### config.mk
export PLATFORM = sky130hd
export DESIGN_NAME = stcr_top
export DESIGN_NICKNAME = d
export VERILOG_FILES = /design/src/pkg/stcr_pkg.sv /design/src/rtl/stcr_top.sv
export SDC_FILE = /design/constraint.sdc
export NUM_CORES = 1
export LEC_CHECK = 0
export ABC_AREA = 1
export BUFFER_PORTS_ARGS = -buffer_cell sky130_fd_sc_hd__buf_2
export CELL_PAD_IN_SITES_DETAIL_PLACEMENT = 1
export CELL_PAD_IN_SITES_GLOBAL_PLACEMENT = 2
export CORE_UTILIZATION = 30
export DETAILED_ROUTE_END_ITERATION = 10
export GPL_ROUTABILITY_DRIVEN = 0
export PLACE_DENSITY = 0.77
export SLEW_MARGIN = 20
export SYNTH_ARGS = -nofsm -noshare
export SYNTH_HDL_FRONTEND = slang
export SYNTH_SLANG_ARGS = --single-unit
### constraint.sdc
create_clock -name core_clk -period 21.3 [get_ports core_clk]
set_input_delay 4.26 -clock core_clk [delete_from_list [all_inputs] [get_ports core_clk]]
set_output_delay 4.26 -clock core_clk [all_outputs]
set_load 0.02 [all_outputs]
### src/pkg/stcr_pkg.sv
// Package with register map, field positions, band tables and states of the seek and tune block.
package stcr_pkg;

    // Register indices; the byte address on the bus is four times the index.
    localparam logic [7:0] STCR_IDX_POWER = 8'h02;
    localparam logic [7:0] STCR_IDX_CHANNEL_NUMBER = 8'h03;
    localparam logic [7:0] STCR_IDX_BAND = 8'h05;
    localparam logic [7:0] STCR_IDX_STATUS = 8'h0a;
    localparam logic [7:0] STCR_ADDR_POWER = STCR_IDX_POWER << 2;
    localparam logic [7:0] STCR_ADDR_CHANNEL_NUMBER = STCR_IDX_CHANNEL_NUMBER << 2;
    localparam logic [7:0] STCR_ADDR_BAND = STCR_IDX_BAND << 2;
    localparam logic [7:0] STCR_ADDR_STATUS = STCR_IDX_STATUS << 2;

    // Reset values of the writable registers.
    localparam logic [15:0] STCR_POWER_RST = 16'h0000;
    localparam logic [15:0] STCR_CHANNEL_NUMBER_RST = 16'h0000;
    localparam logic [15:0] STCR_BAND_RST = 16'h0000;

    // Field positions in the power and seek configuration register.
    localparam int STCR_POS_RDS_DETAIL = 11;
    localparam int STCR_POS_SEEK_LIMIT = 10;
    localparam int STCR_POS_SEEK_DIR = 9;
    localparam int STCR_POS_SEEK_REQ = 8;
    localparam int STCR_POS_POWER_DOWN = 6;
    localparam int STCR_POS_POWER_UP = 0;
    // Field positions in the channel, band and status registers.
    localparam int STCR_POS_TUNE_REQ = 15;
    localparam int STCR_CHANNEL_NUMBER_W = 10;
    localparam int STCR_POS_BAND = 6;
    localparam int STCR_POS_STEP = 4;
    localparam int STCR_POS_DONE = 14;
    localparam int STCR_POS_FAIL = 13;

    // Band edges and channel steps in kHz; frequencies fit in 17 bits.
    localparam logic [16:0] STCR_BASE_WIDE_KHZ = 17'h155cc;  // 87500 kHz.
    localparam logic [16:0] STCR_BASE_LOW_KHZ = 17'h128e0;   // 76000 kHz.
    localparam logic [16:0] STCR_TOP_WIDE_KHZ = 17'h1a5e0;   // 108000 kHz.
    localparam logic [16:0] STCR_TOP_NARROW_KHZ = 17'h15f90; // 90000 kHz.
    localparam logic [7:0] STCR_STEP_200_KHZ = 8'hc8;
    localparam logic [7:0] STCR_STEP_100_KHZ = 8'h64;
    localparam logic [7:0] STCR_STEP_50_KHZ = 8'h32;

    // States of the tune and seek engine.
    typedef enum logic [2:0] {
        STCR_IDLE = 3'b000,
        STCR_TUNE_WAIT = 3'b001,
        STCR_SEEK_STEP = 3'b010,
        STCR_SEEK_WAIT = 3'b011,
        STCR_DONE = 3'b100
    } stcr_state_e;

endpackage : stcr_pkg

### src/rtl/stcr_top.sv
// Seek and tune control registers with an APB slave and the channel search engine.
//
// Behaviour
// - Bit 11 selects standard or verbose RDS.
// - Limit bit 0 wraps at band edges.
// - Limit bit 1 ends seek at edge.
// - Direction bit 9: 0 down, 1 up.
// - Seek bit 8 starts from current channel.
// - Seek ends: valid, band done, edge.
// - Seek end raises operation complete flag.
// - Seek without valid channel raises fail flag.
// - Clearing seek bit clears flags; gates restart.
// - Clearing seek bit mid-seek aborts it.
// - Tune bit 15 high starts a tune.
// - Tune end raises operation complete flag.
// - Clearing tune bit clears complete flag.
// - Channel number is bits 9:0.
// - Band 00: spacing times channel plus 87.5.
// - Band 01/10: spacing times channel plus 76.
// - Seek never rewrites host channel number.
// - Readback tracks tuned channel during seek.
// - Spacing comes from bits 5:4 elsewhere.
// - Complete flag reads at status bit 14.
//
// Implementation choice: register access over APB.
`timescale 1ns/1ps
module stcr_top
    import stcr_pkg::*;
(
    input wire logic core_clk,
    input wire logic rst_n,
    input wire logic psel,
    input wire logic penable,
    input wire logic pwrite,
    input wire logic [7:0] paddr,
    input wire logic [31:0] pwdata,
    output logic [31:0] prdata,
    output logic pready,
    output logic pslverr,
    input wire logic rf_settle_done,
    input wire logic rf_channel_valid,
    output logic [16:0] rf_freq_khz,
    output logic rf_tune_strobe,
    output logic rds_verbose,
    output logic power_up_req,
    output logic power_down_req
);

    // Whole state of the block, registered in one place.
    typedef struct packed {
        logic [15:0] power_cfg;      // Power and seek configuration word.
        logic [15:0] channel_number_ctl;       // Channel and tune request word.
        logic [15:0] band_cfg;       // Band and channel step word.
        logic op_done;               // Operation complete flag.
        logic seek_fail;             // Seek fail flag.
        logic [9:0] readback;        // Channel currently tuned.
        logic [9:0] start_channel_number;      // Channel the seek started from.
        stcr_state_e fsm;            // Engine state.
        logic [16:0] freq_khz;       // Frequency handed to the receiver.
        logic strobe;                // One-cycle retune request.
        logic [31:0] rdata;          // Read data captured in setup.
    } stcr_state_s;

    stcr_state_s st;        // Current state.
    stcr_state_s next_st;   // Next state.

    // Decoded controls.
    logic seek_req;
    logic tune_req;
    logic seek_up;
    logic stop_at_edge;
    logic [1:0] band_sel;
    logic [1:0] step_sel;
    logic [7:0] step_khz;
    logic [16:0] base_khz;
    logic [9:0] max_channel_number;
    logic [9:0] cand;
    logic at_edge;
    logic addr_hit;
    logic setup_ph;
    logic wr_en;

    // Frequency of a channel in the selected band and step.
    function automatic logic [16:0] stcr_freq(input logic [16:0] base, input logic [7:0] step,
                                              input logic [9:0] channel_number);
        logic [17:0] prod;
        prod = step * channel_number;
        return base + prod[16:0];
    endfunction : stcr_freq

    // Highest channel that still lies inside the band.
    function automatic logic [9:0] stcr_max(input logic [1:0] band, input logic [1:0] step);
        logic [16:0] span;
        logic [16:0] q;
        span = (band == 2'b00) ? (STCR_TOP_WIDE_KHZ - STCR_BASE_WIDE_KHZ) :
               (band == 2'b10) ? (STCR_TOP_NARROW_KHZ - STCR_BASE_LOW_KHZ) :
                                 (STCR_TOP_WIDE_KHZ - STCR_BASE_LOW_KHZ);
        // Division by a constant step; the band edges never change at run time.
        case (step)
            2'b00: q = span / 17'(STCR_STEP_200_KHZ);
            2'b01: q = span / 17'(STCR_STEP_100_KHZ);
            default: q = span / 17'(STCR_STEP_50_KHZ);
        endcase
        return q[9:0];
    endfunction : stcr_max

    // Control fields feeding the engine and the outputs.
    always_comb begin
        seek_req = st.power_cfg[STCR_POS_SEEK_REQ];
        tune_req = st.channel_number_ctl[STCR_POS_TUNE_REQ];
        seek_up = st.power_cfg[STCR_POS_SEEK_DIR];
        stop_at_edge = st.power_cfg[STCR_POS_SEEK_LIMIT];
        band_sel = st.band_cfg[STCR_POS_BAND +: 2];
        step_sel = st.band_cfg[STCR_POS_STEP +: 2];
        // Band 11 has no defined use and is treated like band 01.
        base_khz = (band_sel == 2'b00) ? STCR_BASE_WIDE_KHZ
                                       : STCR_BASE_LOW_KHZ;
        if (step_sel == 2'b00) begin
            step_khz = STCR_STEP_200_KHZ;
        end else if (step_sel == 2'b01) begin
            step_khz = STCR_STEP_100_KHZ;
        end else begin
            step_khz = STCR_STEP_50_KHZ;
        end
        max_channel_number = stcr_max(band_sel, step_sel);
        // One channel step in the chosen direction, wrapping at the edges.
        at_edge = seek_up ? (st.readback >= max_channel_number) : (st.readback == 10'h000);
        if (seek_up) begin
            cand = at_edge ? 10'h000 : st.readback + 10'h001;
        end else begin
            cand = at_edge ? max_channel_number : st.readback - 10'h001;
        end
    end

    // APB decode; the slave never inserts wait states.
    always_comb begin
        setup_ph = psel && !penable;
        wr_en = psel && penable && pwrite;
        addr_hit = (paddr == STCR_ADDR_POWER) || (paddr == STCR_ADDR_CHANNEL_NUMBER) ||
                   (paddr == STCR_ADDR_BAND) || (paddr == STCR_ADDR_STATUS);
    end

    assign pready = 1'b1;
    assign pslverr = psel && penable && !addr_hit;
    assign prdata = st.rdata;
    assign rf_freq_khz = st.freq_khz;
    assign rf_tune_strobe = st.strobe;
    assign rds_verbose = st.power_cfg[STCR_POS_RDS_DETAIL];
    assign power_up_req = st.power_cfg[STCR_POS_POWER_UP];
    assign power_down_req = st.power_cfg[STCR_POS_POWER_DOWN];

    // Next state: register writes, read capture and the tune and seek engine.
    always_comb begin
        next_st = st;
        next_st.strobe = 1'b0;
        // Read data is captured in the setup cycle so that it comes from a flop.
        if (setup_ph) begin
            if (paddr == STCR_ADDR_POWER) begin
                next_st.rdata = {16'h0000, st.power_cfg};
            end else if (paddr == STCR_ADDR_CHANNEL_NUMBER) begin
                next_st.rdata = {16'h0000, st.channel_number_ctl};
            end else if (paddr == STCR_ADDR_BAND) begin
                next_st.rdata = {16'h0000, st.band_cfg};
            end else if (paddr == STCR_ADDR_STATUS) begin
                // Status word: completion at bit 14, fail at 13, readback low.
                next_st.rdata = 32'h0000_0000;
                next_st.rdata[STCR_POS_DONE] = st.op_done;
                next_st.rdata[STCR_POS_FAIL] = st.seek_fail;
                next_st.rdata[9:0] = st.readback;
            end else begin
                next_st.rdata = 32'h0000_0000;
            end
        end
        // Writes land in the access cycle; the status word ignores them.
        // Reserved bits are stored as written, software keeps them at zero.
        if (wr_en) begin
            if (paddr == STCR_ADDR_POWER) begin
                next_st.power_cfg = pwdata[15:0];
            end else if (paddr == STCR_ADDR_CHANNEL_NUMBER) begin
                next_st.channel_number_ctl = pwdata[15:0];
            end else if (paddr == STCR_ADDR_BAND) begin
                next_st.band_cfg = pwdata[15:0];
            end
        end
        // The engine only reads channel_number_ctl, it never writes it back.
        unique case (st.fsm)
            STCR_IDLE: begin
                // A new operation needs the flags cleared, which DONE guarantees.
                if (tune_req) begin
                    next_st.readback = st.channel_number_ctl[STCR_CHANNEL_NUMBER_W-1:0];
                    next_st.freq_khz = stcr_freq(base_khz, step_khz,
                                                 st.channel_number_ctl[STCR_CHANNEL_NUMBER_W-1:0]);
                    next_st.strobe = 1'b1;
                    next_st.fsm = STCR_TUNE_WAIT;
                end else if (seek_req) begin
                    next_st.start_channel_number = st.readback;
                    next_st.fsm = STCR_SEEK_STEP;
                end
            end
            STCR_TUNE_WAIT: begin
                // A tune dropped by software before settling ends without a flag.
                if (!tune_req) begin
                    next_st.fsm = STCR_IDLE;
                end else if (rf_settle_done) begin
                    next_st.op_done = 1'b1;
                    next_st.fsm = STCR_DONE;
                end
            end
            STCR_SEEK_STEP: begin
                if (!seek_req) begin
                    next_st.fsm = STCR_IDLE;
                end else if ((at_edge && stop_at_edge) || (cand == st.start_channel_number)) begin
                    // Edge in stop mode or a full lap in wrap mode.
                    next_st.op_done = 1'b1;
                    next_st.seek_fail = 1'b1;
                    next_st.fsm = STCR_DONE;
                end else begin
                    // Move one channel, wrapping in wrap mode.
                    next_st.readback = cand;
                    next_st.freq_khz = stcr_freq(base_khz, step_khz, cand);
                    next_st.strobe = 1'b1;
                    next_st.fsm = STCR_SEEK_WAIT;
                end
            end
            STCR_SEEK_WAIT: begin
                if (!seek_req) begin
                    next_st.fsm = STCR_IDLE;
                end else if (rf_settle_done && rf_channel_valid) begin
                    next_st.op_done = 1'b1;
                    next_st.fsm = STCR_DONE;
                end else if (rf_settle_done) begin
                    next_st.fsm = STCR_SEEK_STEP;
                end
            end
            STCR_DONE: begin
                // Flags fall only once both request bits are low.
                if (!seek_req && !tune_req) begin
                    next_st.op_done = 1'b0;
                    next_st.seek_fail = 1'b0;
                    next_st.fsm = STCR_IDLE;
                end
            end
            default: begin
                next_st.fsm = STCR_IDLE;
            end
        endcase
    end

    // State register with synchronous reset.
    always_ff @(posedge core_clk) begin
        if (!rst_n) begin
            st.power_cfg <= STCR_POWER_RST;
            st.channel_number_ctl <= STCR_CHANNEL_NUMBER_RST;
            st.band_cfg <= STCR_BAND_RST;
            st.op_done <= 1'b0;
            st.seek_fail <= 1'b0;
            st.readback <= 10'h000;
            st.start_channel_number <= 10'h000;
            st.fsm <= STCR_IDLE;
            st.freq_khz <= STCR_BASE_WIDE_KHZ;
            st.strobe <= 1'b0;
            st.rdata <= 32'h0000_0000;
        end else begin
            st <= next_st;
        end
    end
endmodule : stcr_top

# == Yosys cells after proc, flatten, opt, wreduce, memory -nomap -nowiden ==
# Index checks and enable logic that the tools add are counted.
# op_classes
n_addsub,4
mul,2
div,3
order_cmp,1
n_eq_ne,23
shift,0
n_mux,41
n_bitwise,3
n_reduce_logical,30
# ops
operator,n
two-way mux 15 bit,4
two-way mux 18 bit,3
two-way mux 10 bit,5
two-way mux 16 bit,3
one-hot mux 10 bit (2 select lines),2
one-hot mux 18 bit (2 select lines),1
adder 17 bit,2
multiplier 8 x 10 -> 17 bit,2
two-way mux 3 bit,10
"inequality test 2 bit, second input constant",9
"divider 17 x 6 -> 17 bit, second input constant",1
"divider 17 x 7 -> 17 bit, second input constant",1
"divider 17 x 8 -> 17 bit, second input constant",1
"== test 8 x 4 -> 1 bit, second input constant",2
AND reduction 4 bit,4
one-hot mux 3 bit (5 select lines),1
two-way mux 12 bit,1
"adder 10 x 1 -> 10 bit, second input constant",1
== test 10 bit,1
>= comparator 10 bit,1
zero test 10 bit,1
"subtractor 10 x 1 -> 10 bit, second input constant",1
"== test 8 x 5 -> 1 bit, second input constant",1
"== test 8 x 6 -> 1 bit, second input constant",1
24 further kinds,48
# totals
reg_bits,123
latch_bits,0
ramBits,0
romBits,0
in_bits,47
output_inout_bits,55
elab_cells,118
n_memories,0

# == Depth between registers and ports, before layout ==
# logic_depth
ltp_word,14
mapped_depth,169

# == Worst setup path before layout ==
# No wires, ideal clock.
# synth_timing
kind,register -> register
from,reg st[80] (netlist name)
to,"reg st, in the netlist rf_freq_khz[16]"
setup_time_ps,115
t_arrival_ps,22114
slack_ps,-929
stages_incl_launch_ff,154
synth_period_minus_slack_ps,22229
path_cell_list,dfxtp_1 clkbuf_1 nor2_1 inv_1 clkbuf_1 buf_1 ha_1 buf_2 inv_1 clkbuf_1 ha_1 inv_1 nand2_1 nand3_2 nand2_1 inv_2 nand2_1 nand2_1 (+118 left out) nand3_1 nand2_1 a21oi_1 o21bai_1 a21oi_1 o21ai_0 a21o_1 a21oi_1 or2_2 inv_1 nor2_1 nor2_1 nor2_1 xnor2_1 xor2_1 o21ai_1 nor2_1 nand2_1
# synth_between
elab_chain_len,11
# synth_lines
element,line,rtl
"start, declared",stcr_top.sv:64,stcr_state_s st;
"start signal, assigned",stcr_top.sv:264,st <= next_st;
== test 2 x 1 -> 1 bit / zero test 2 bit (equally long branches),"stcr_top.sv:99, stcr_top.sv:120, stcr_top.sv:118",
one-hot mux 10 bit (2 select lines),stcr_top.sv:99,case (step)
>= comparator 10 bit,stcr_top.sv:127,at_edge = seek_up ? (st.readback >= max_channel_number) : (st.readback == 10'h000);
two-way mux 1 bit,stcr_top.sv:127,
"two-way mux 10 bit, on equally long branches","stcr_top.sv:131, stcr_top.sv:129",
two-way mux 10 bit,stcr_top.sv:128,if (seek_up) begin
multiplier 8 x 10 -> 17 bit,stcr_top.sv:87,prod = step * channel_number;
adder 17 bit,stcr_top.sv:88,return base + prod[16:0];
two-way mux 18 bit,stcr_top.sv:212,end else if ((at_edge && stop_at_edge) || (cand == st.start_channel_number)) begin
two-way mux 18 bit,stcr_top.sv:210,if (!seek_req) begin
one-hot mux 18 bit (2 select lines),stcr_top.sv:186,unique case (st.fsm)
# Several ways; a longest one is shown, not always the timed one. The select of a mux whose other input is x is not followed.
# A chain may end at the register's enable or synchronous reset.

# == Final worst setup path ==
# layout_timing
from,reg st[79] (netlist name)
to,"reg st, in the netlist rf_freq_khz[16]"
# The elaborated chain is that of the path after synthesis.

==> results.cfg <==
[run_status]
status = complete, no violations

[critical_path]
slowest_stage = fa_1
crit_path_start_kind = register
critical_path_class = register to register
setup.worst_path.end_class = register
crit_top_cell = nand2_2
crit_path_max_fanout = 8
cp.arrival_ns = 20.32
required_ns = 21.56
slowest_delay_ns = 0.53

[floorplanning]
die_area_mm2 = 0.0491
num_io_pins = 102
start_util = 0.304
rows = 80
core_area_mm2 = 0.0476
die_h_um = 222
die_w_um = 222

[routing]
drtIter0Drc = 467
first_pass_iters = 5
drc = 0
routedWlPerCell_um = 16.6
routed_wl_mm = 50.8
dr_total_vias = 14900
via_per_inst = 4.89
antenna_left = 0

[global_routing]
grt_max_degree = 59
gr-usage-all-layers = 0.200
grt_overflow = 0
grt_pass1_wl_mm = 79.7
antenna_found_initial = 0
first_global_vias = 15500

[synth]
async_flop_share = 0
ys_seq_elements = 106
yosys-top-cells-count = nand2_1 (397), inv_1 (325), nor2_1 (270)
avgSynthCellArea_um2 = 6.82
yosysTopAreaCell = dfxtp_1
yosys-top-cells-area = dfxtp_1 (15%), fa_1 (14%), ha_1 (13%)
synthCells = 2121
synthFlopType = dfxtp_1
synth.cell_area_mm2 = 0.0145
synth.distinct_cells = 61
synth_edf_count = 0
yosysWarnings = 0
yosysTopAreaCellShare = 0.147
seq_area_frac_synth = 0.147
synth.most_common_cell = nand2_1

[placed_design]
pre_cts_slack_ns = -1.35
dp_cells = 2978
hpwl_mm = 40.2
io_buffers = 67

[timing]
setup_viol = 0
fin_crit_ns = 20.06
worstMarginPinSlew_ns = 0.992
fmax_ghz = 0.0498
min_period_over_period = 0.942
relSlewSlack = 0.333
skew_ns = 0.0142
hold_viol_final = 0
slew_viol_final = 0
timing.setup.tns_ns = 0
fin_ws_ns = 1.24
holdWs_ns = 0.454

[finish]
antennaDiodeCount = 0
nNetsFinal = 2724
instances_no_fill = 3052
multi_input_area_mm2 = 0.0113
num-fill-cells = 6051
register_area_mm2 = 0.00213
utilization = 0.391
area_delta_synth_final_pct = 28.9
drive_above_1_share = 0.275

[cts]
cts_buffers = 9
cts_sinks = 106
cts_tree = built
cts_buffer_depth = 2
worstSkewPairLatency_ns = 0.38
clkTransAtPathRegs_ns = 0.08
cts_hold_buf = 0
cts_root_buffer = clkbuf_16
h-tree-depth = 3

[power]
irDropWorstVdd_mv = 0.0649
p_per_area_mw_per_mm2 = 75.8
leakagePower_nw = 9.30

[min_path]
hp-class = register to register

[job]
maxCapViolCount = 0
repair_timing:
item | 4_1_cts | 5_1_grt
gates resized for setup | 60 | 190
pin swaps | 22 | 130
buffers inserted | 13 | 45
setup endpoints to repair | 8 | 11
area by class of cell:
class	count	share of cell area
well taps	615	0.0413
multi-input cells	1575	0.606
flip-flops and latches	106	0.114
clock buffers	9	0.0121
repair buffers	390	0.150
clock inverters	7	0.00490
inverters	350	0.0722
kinds of logic after synthesis:
group                    count (synthesis)  share of synthesized area
AND/OR/NAND/NOR                        875                      0.273
buffers and inverters                  456                      0.136
AO/OA/AOI/OAI                          375                      0.144
adder cells (fa/ha/maj)                245                      0.263
flip-flops                             106                      0.147
XOR/XNOR                                62                     0.0375
other                                    2                   0.000519
through the flow:
step | area (µm²) | total power [mW]
detailed placement | 17000 | 1.13
floorplan | 14600 | 0.755
global placement | 17000 | 1.10
global route | 18600 | 1.56
finish | 18600 | 1.41
CTS | 17500 | 1.34
layer usage:
metal / GRT usage / vias up / part of all wire
met5: 0 / - / 0
met4: 0.0605 / 0 / 0.027
met3: 0.0192 / 69 / 0.021
met2: 0.365 / 175 / 0.51
met1: 0.248 / 7347 / 0.44
li1: - / 7334 / -
power breakdown:
part	switching, mW	internal (mW)	leakage (nW)
combinational	0.566	0.472	8.29
sequential	0.000237	0.198	0.856
clock	0.0923	0.0851	0.152
total	0.658	0.756	9.30
registers in the layout (all words and copies together), names as in the netlist:
signal          cells
band_sel            2
seek_req            1
power_up_req        1
prdata             16
seek_up             1
rds_verbose         1
rf_freq_khz        16
rf_tune_strobe      1
power_down_req      1
st                 66
worst max-delay path, delay by kind of cell, from the launching register on:
family                   cells  cell delay, ns
flip-flops                   1            0.38
AO/OA/AOI/OAI               35            5.04
AND/OR/NAND/NOR             71            6.69
XOR/XNOR                     3            0.63
buffers and inverters       28            2.10
adder cells (fa/ha/maj)     17            5.05
final timing paths:
check / start / end / slack, ns / cells past startpoint
worst max-delay path: st[79]$_SDFFE_PN0P_ / rf_freq_khz[16]$_SDFFE_PN1P_ / 1.24 / 154
worst min-delay path: rf_freq_khz[12]$_SDFFE_PN1P_ / rf_freq_khz[12]$_SDFFE_PN1P_ / 0.45 / 2
worst max register to register: st[79]$_SDFFE_PN0P_ / rf_freq_khz[16]$_SDFFE_PN1P_ / 1.24 / 154
worst min register to register: rf_freq_khz[12]$_SDFFE_PN1P_ / rf_freq_khz[12]$_SDFFE_PN1P_ / 0.45 / 2
cells in the final DEF (no fill, tap or decap), types with 6 or more instances in the layout:
cell type	count
fa_1	95
a221o_1	9
clkbuf_16	9
nand2_2	51
nor2_4	12
nor2_1	256
nand2_4	13
xor2_1	38
clkinv_1	9
nand3_1	80
buf_4	317
nand4_1	26
nand3_4	10
buf_2	67
inv_1	300
o21ai_1	36
ha_4	24
nor3_1	11
a21oi_1	112
inv_2	32
nand3_2	19
xnor2_1	22
nor2_2	16
o21bai_1	7
a21oi_2	18
o21ai_0	119
o22ai_1	6
dfxtp_1	103
o21a_1	6
inv_4	6
o21ai_2	21
nand2_1	359
conb_1	18
ha_1	120
(Power assumes the default switching activity.)
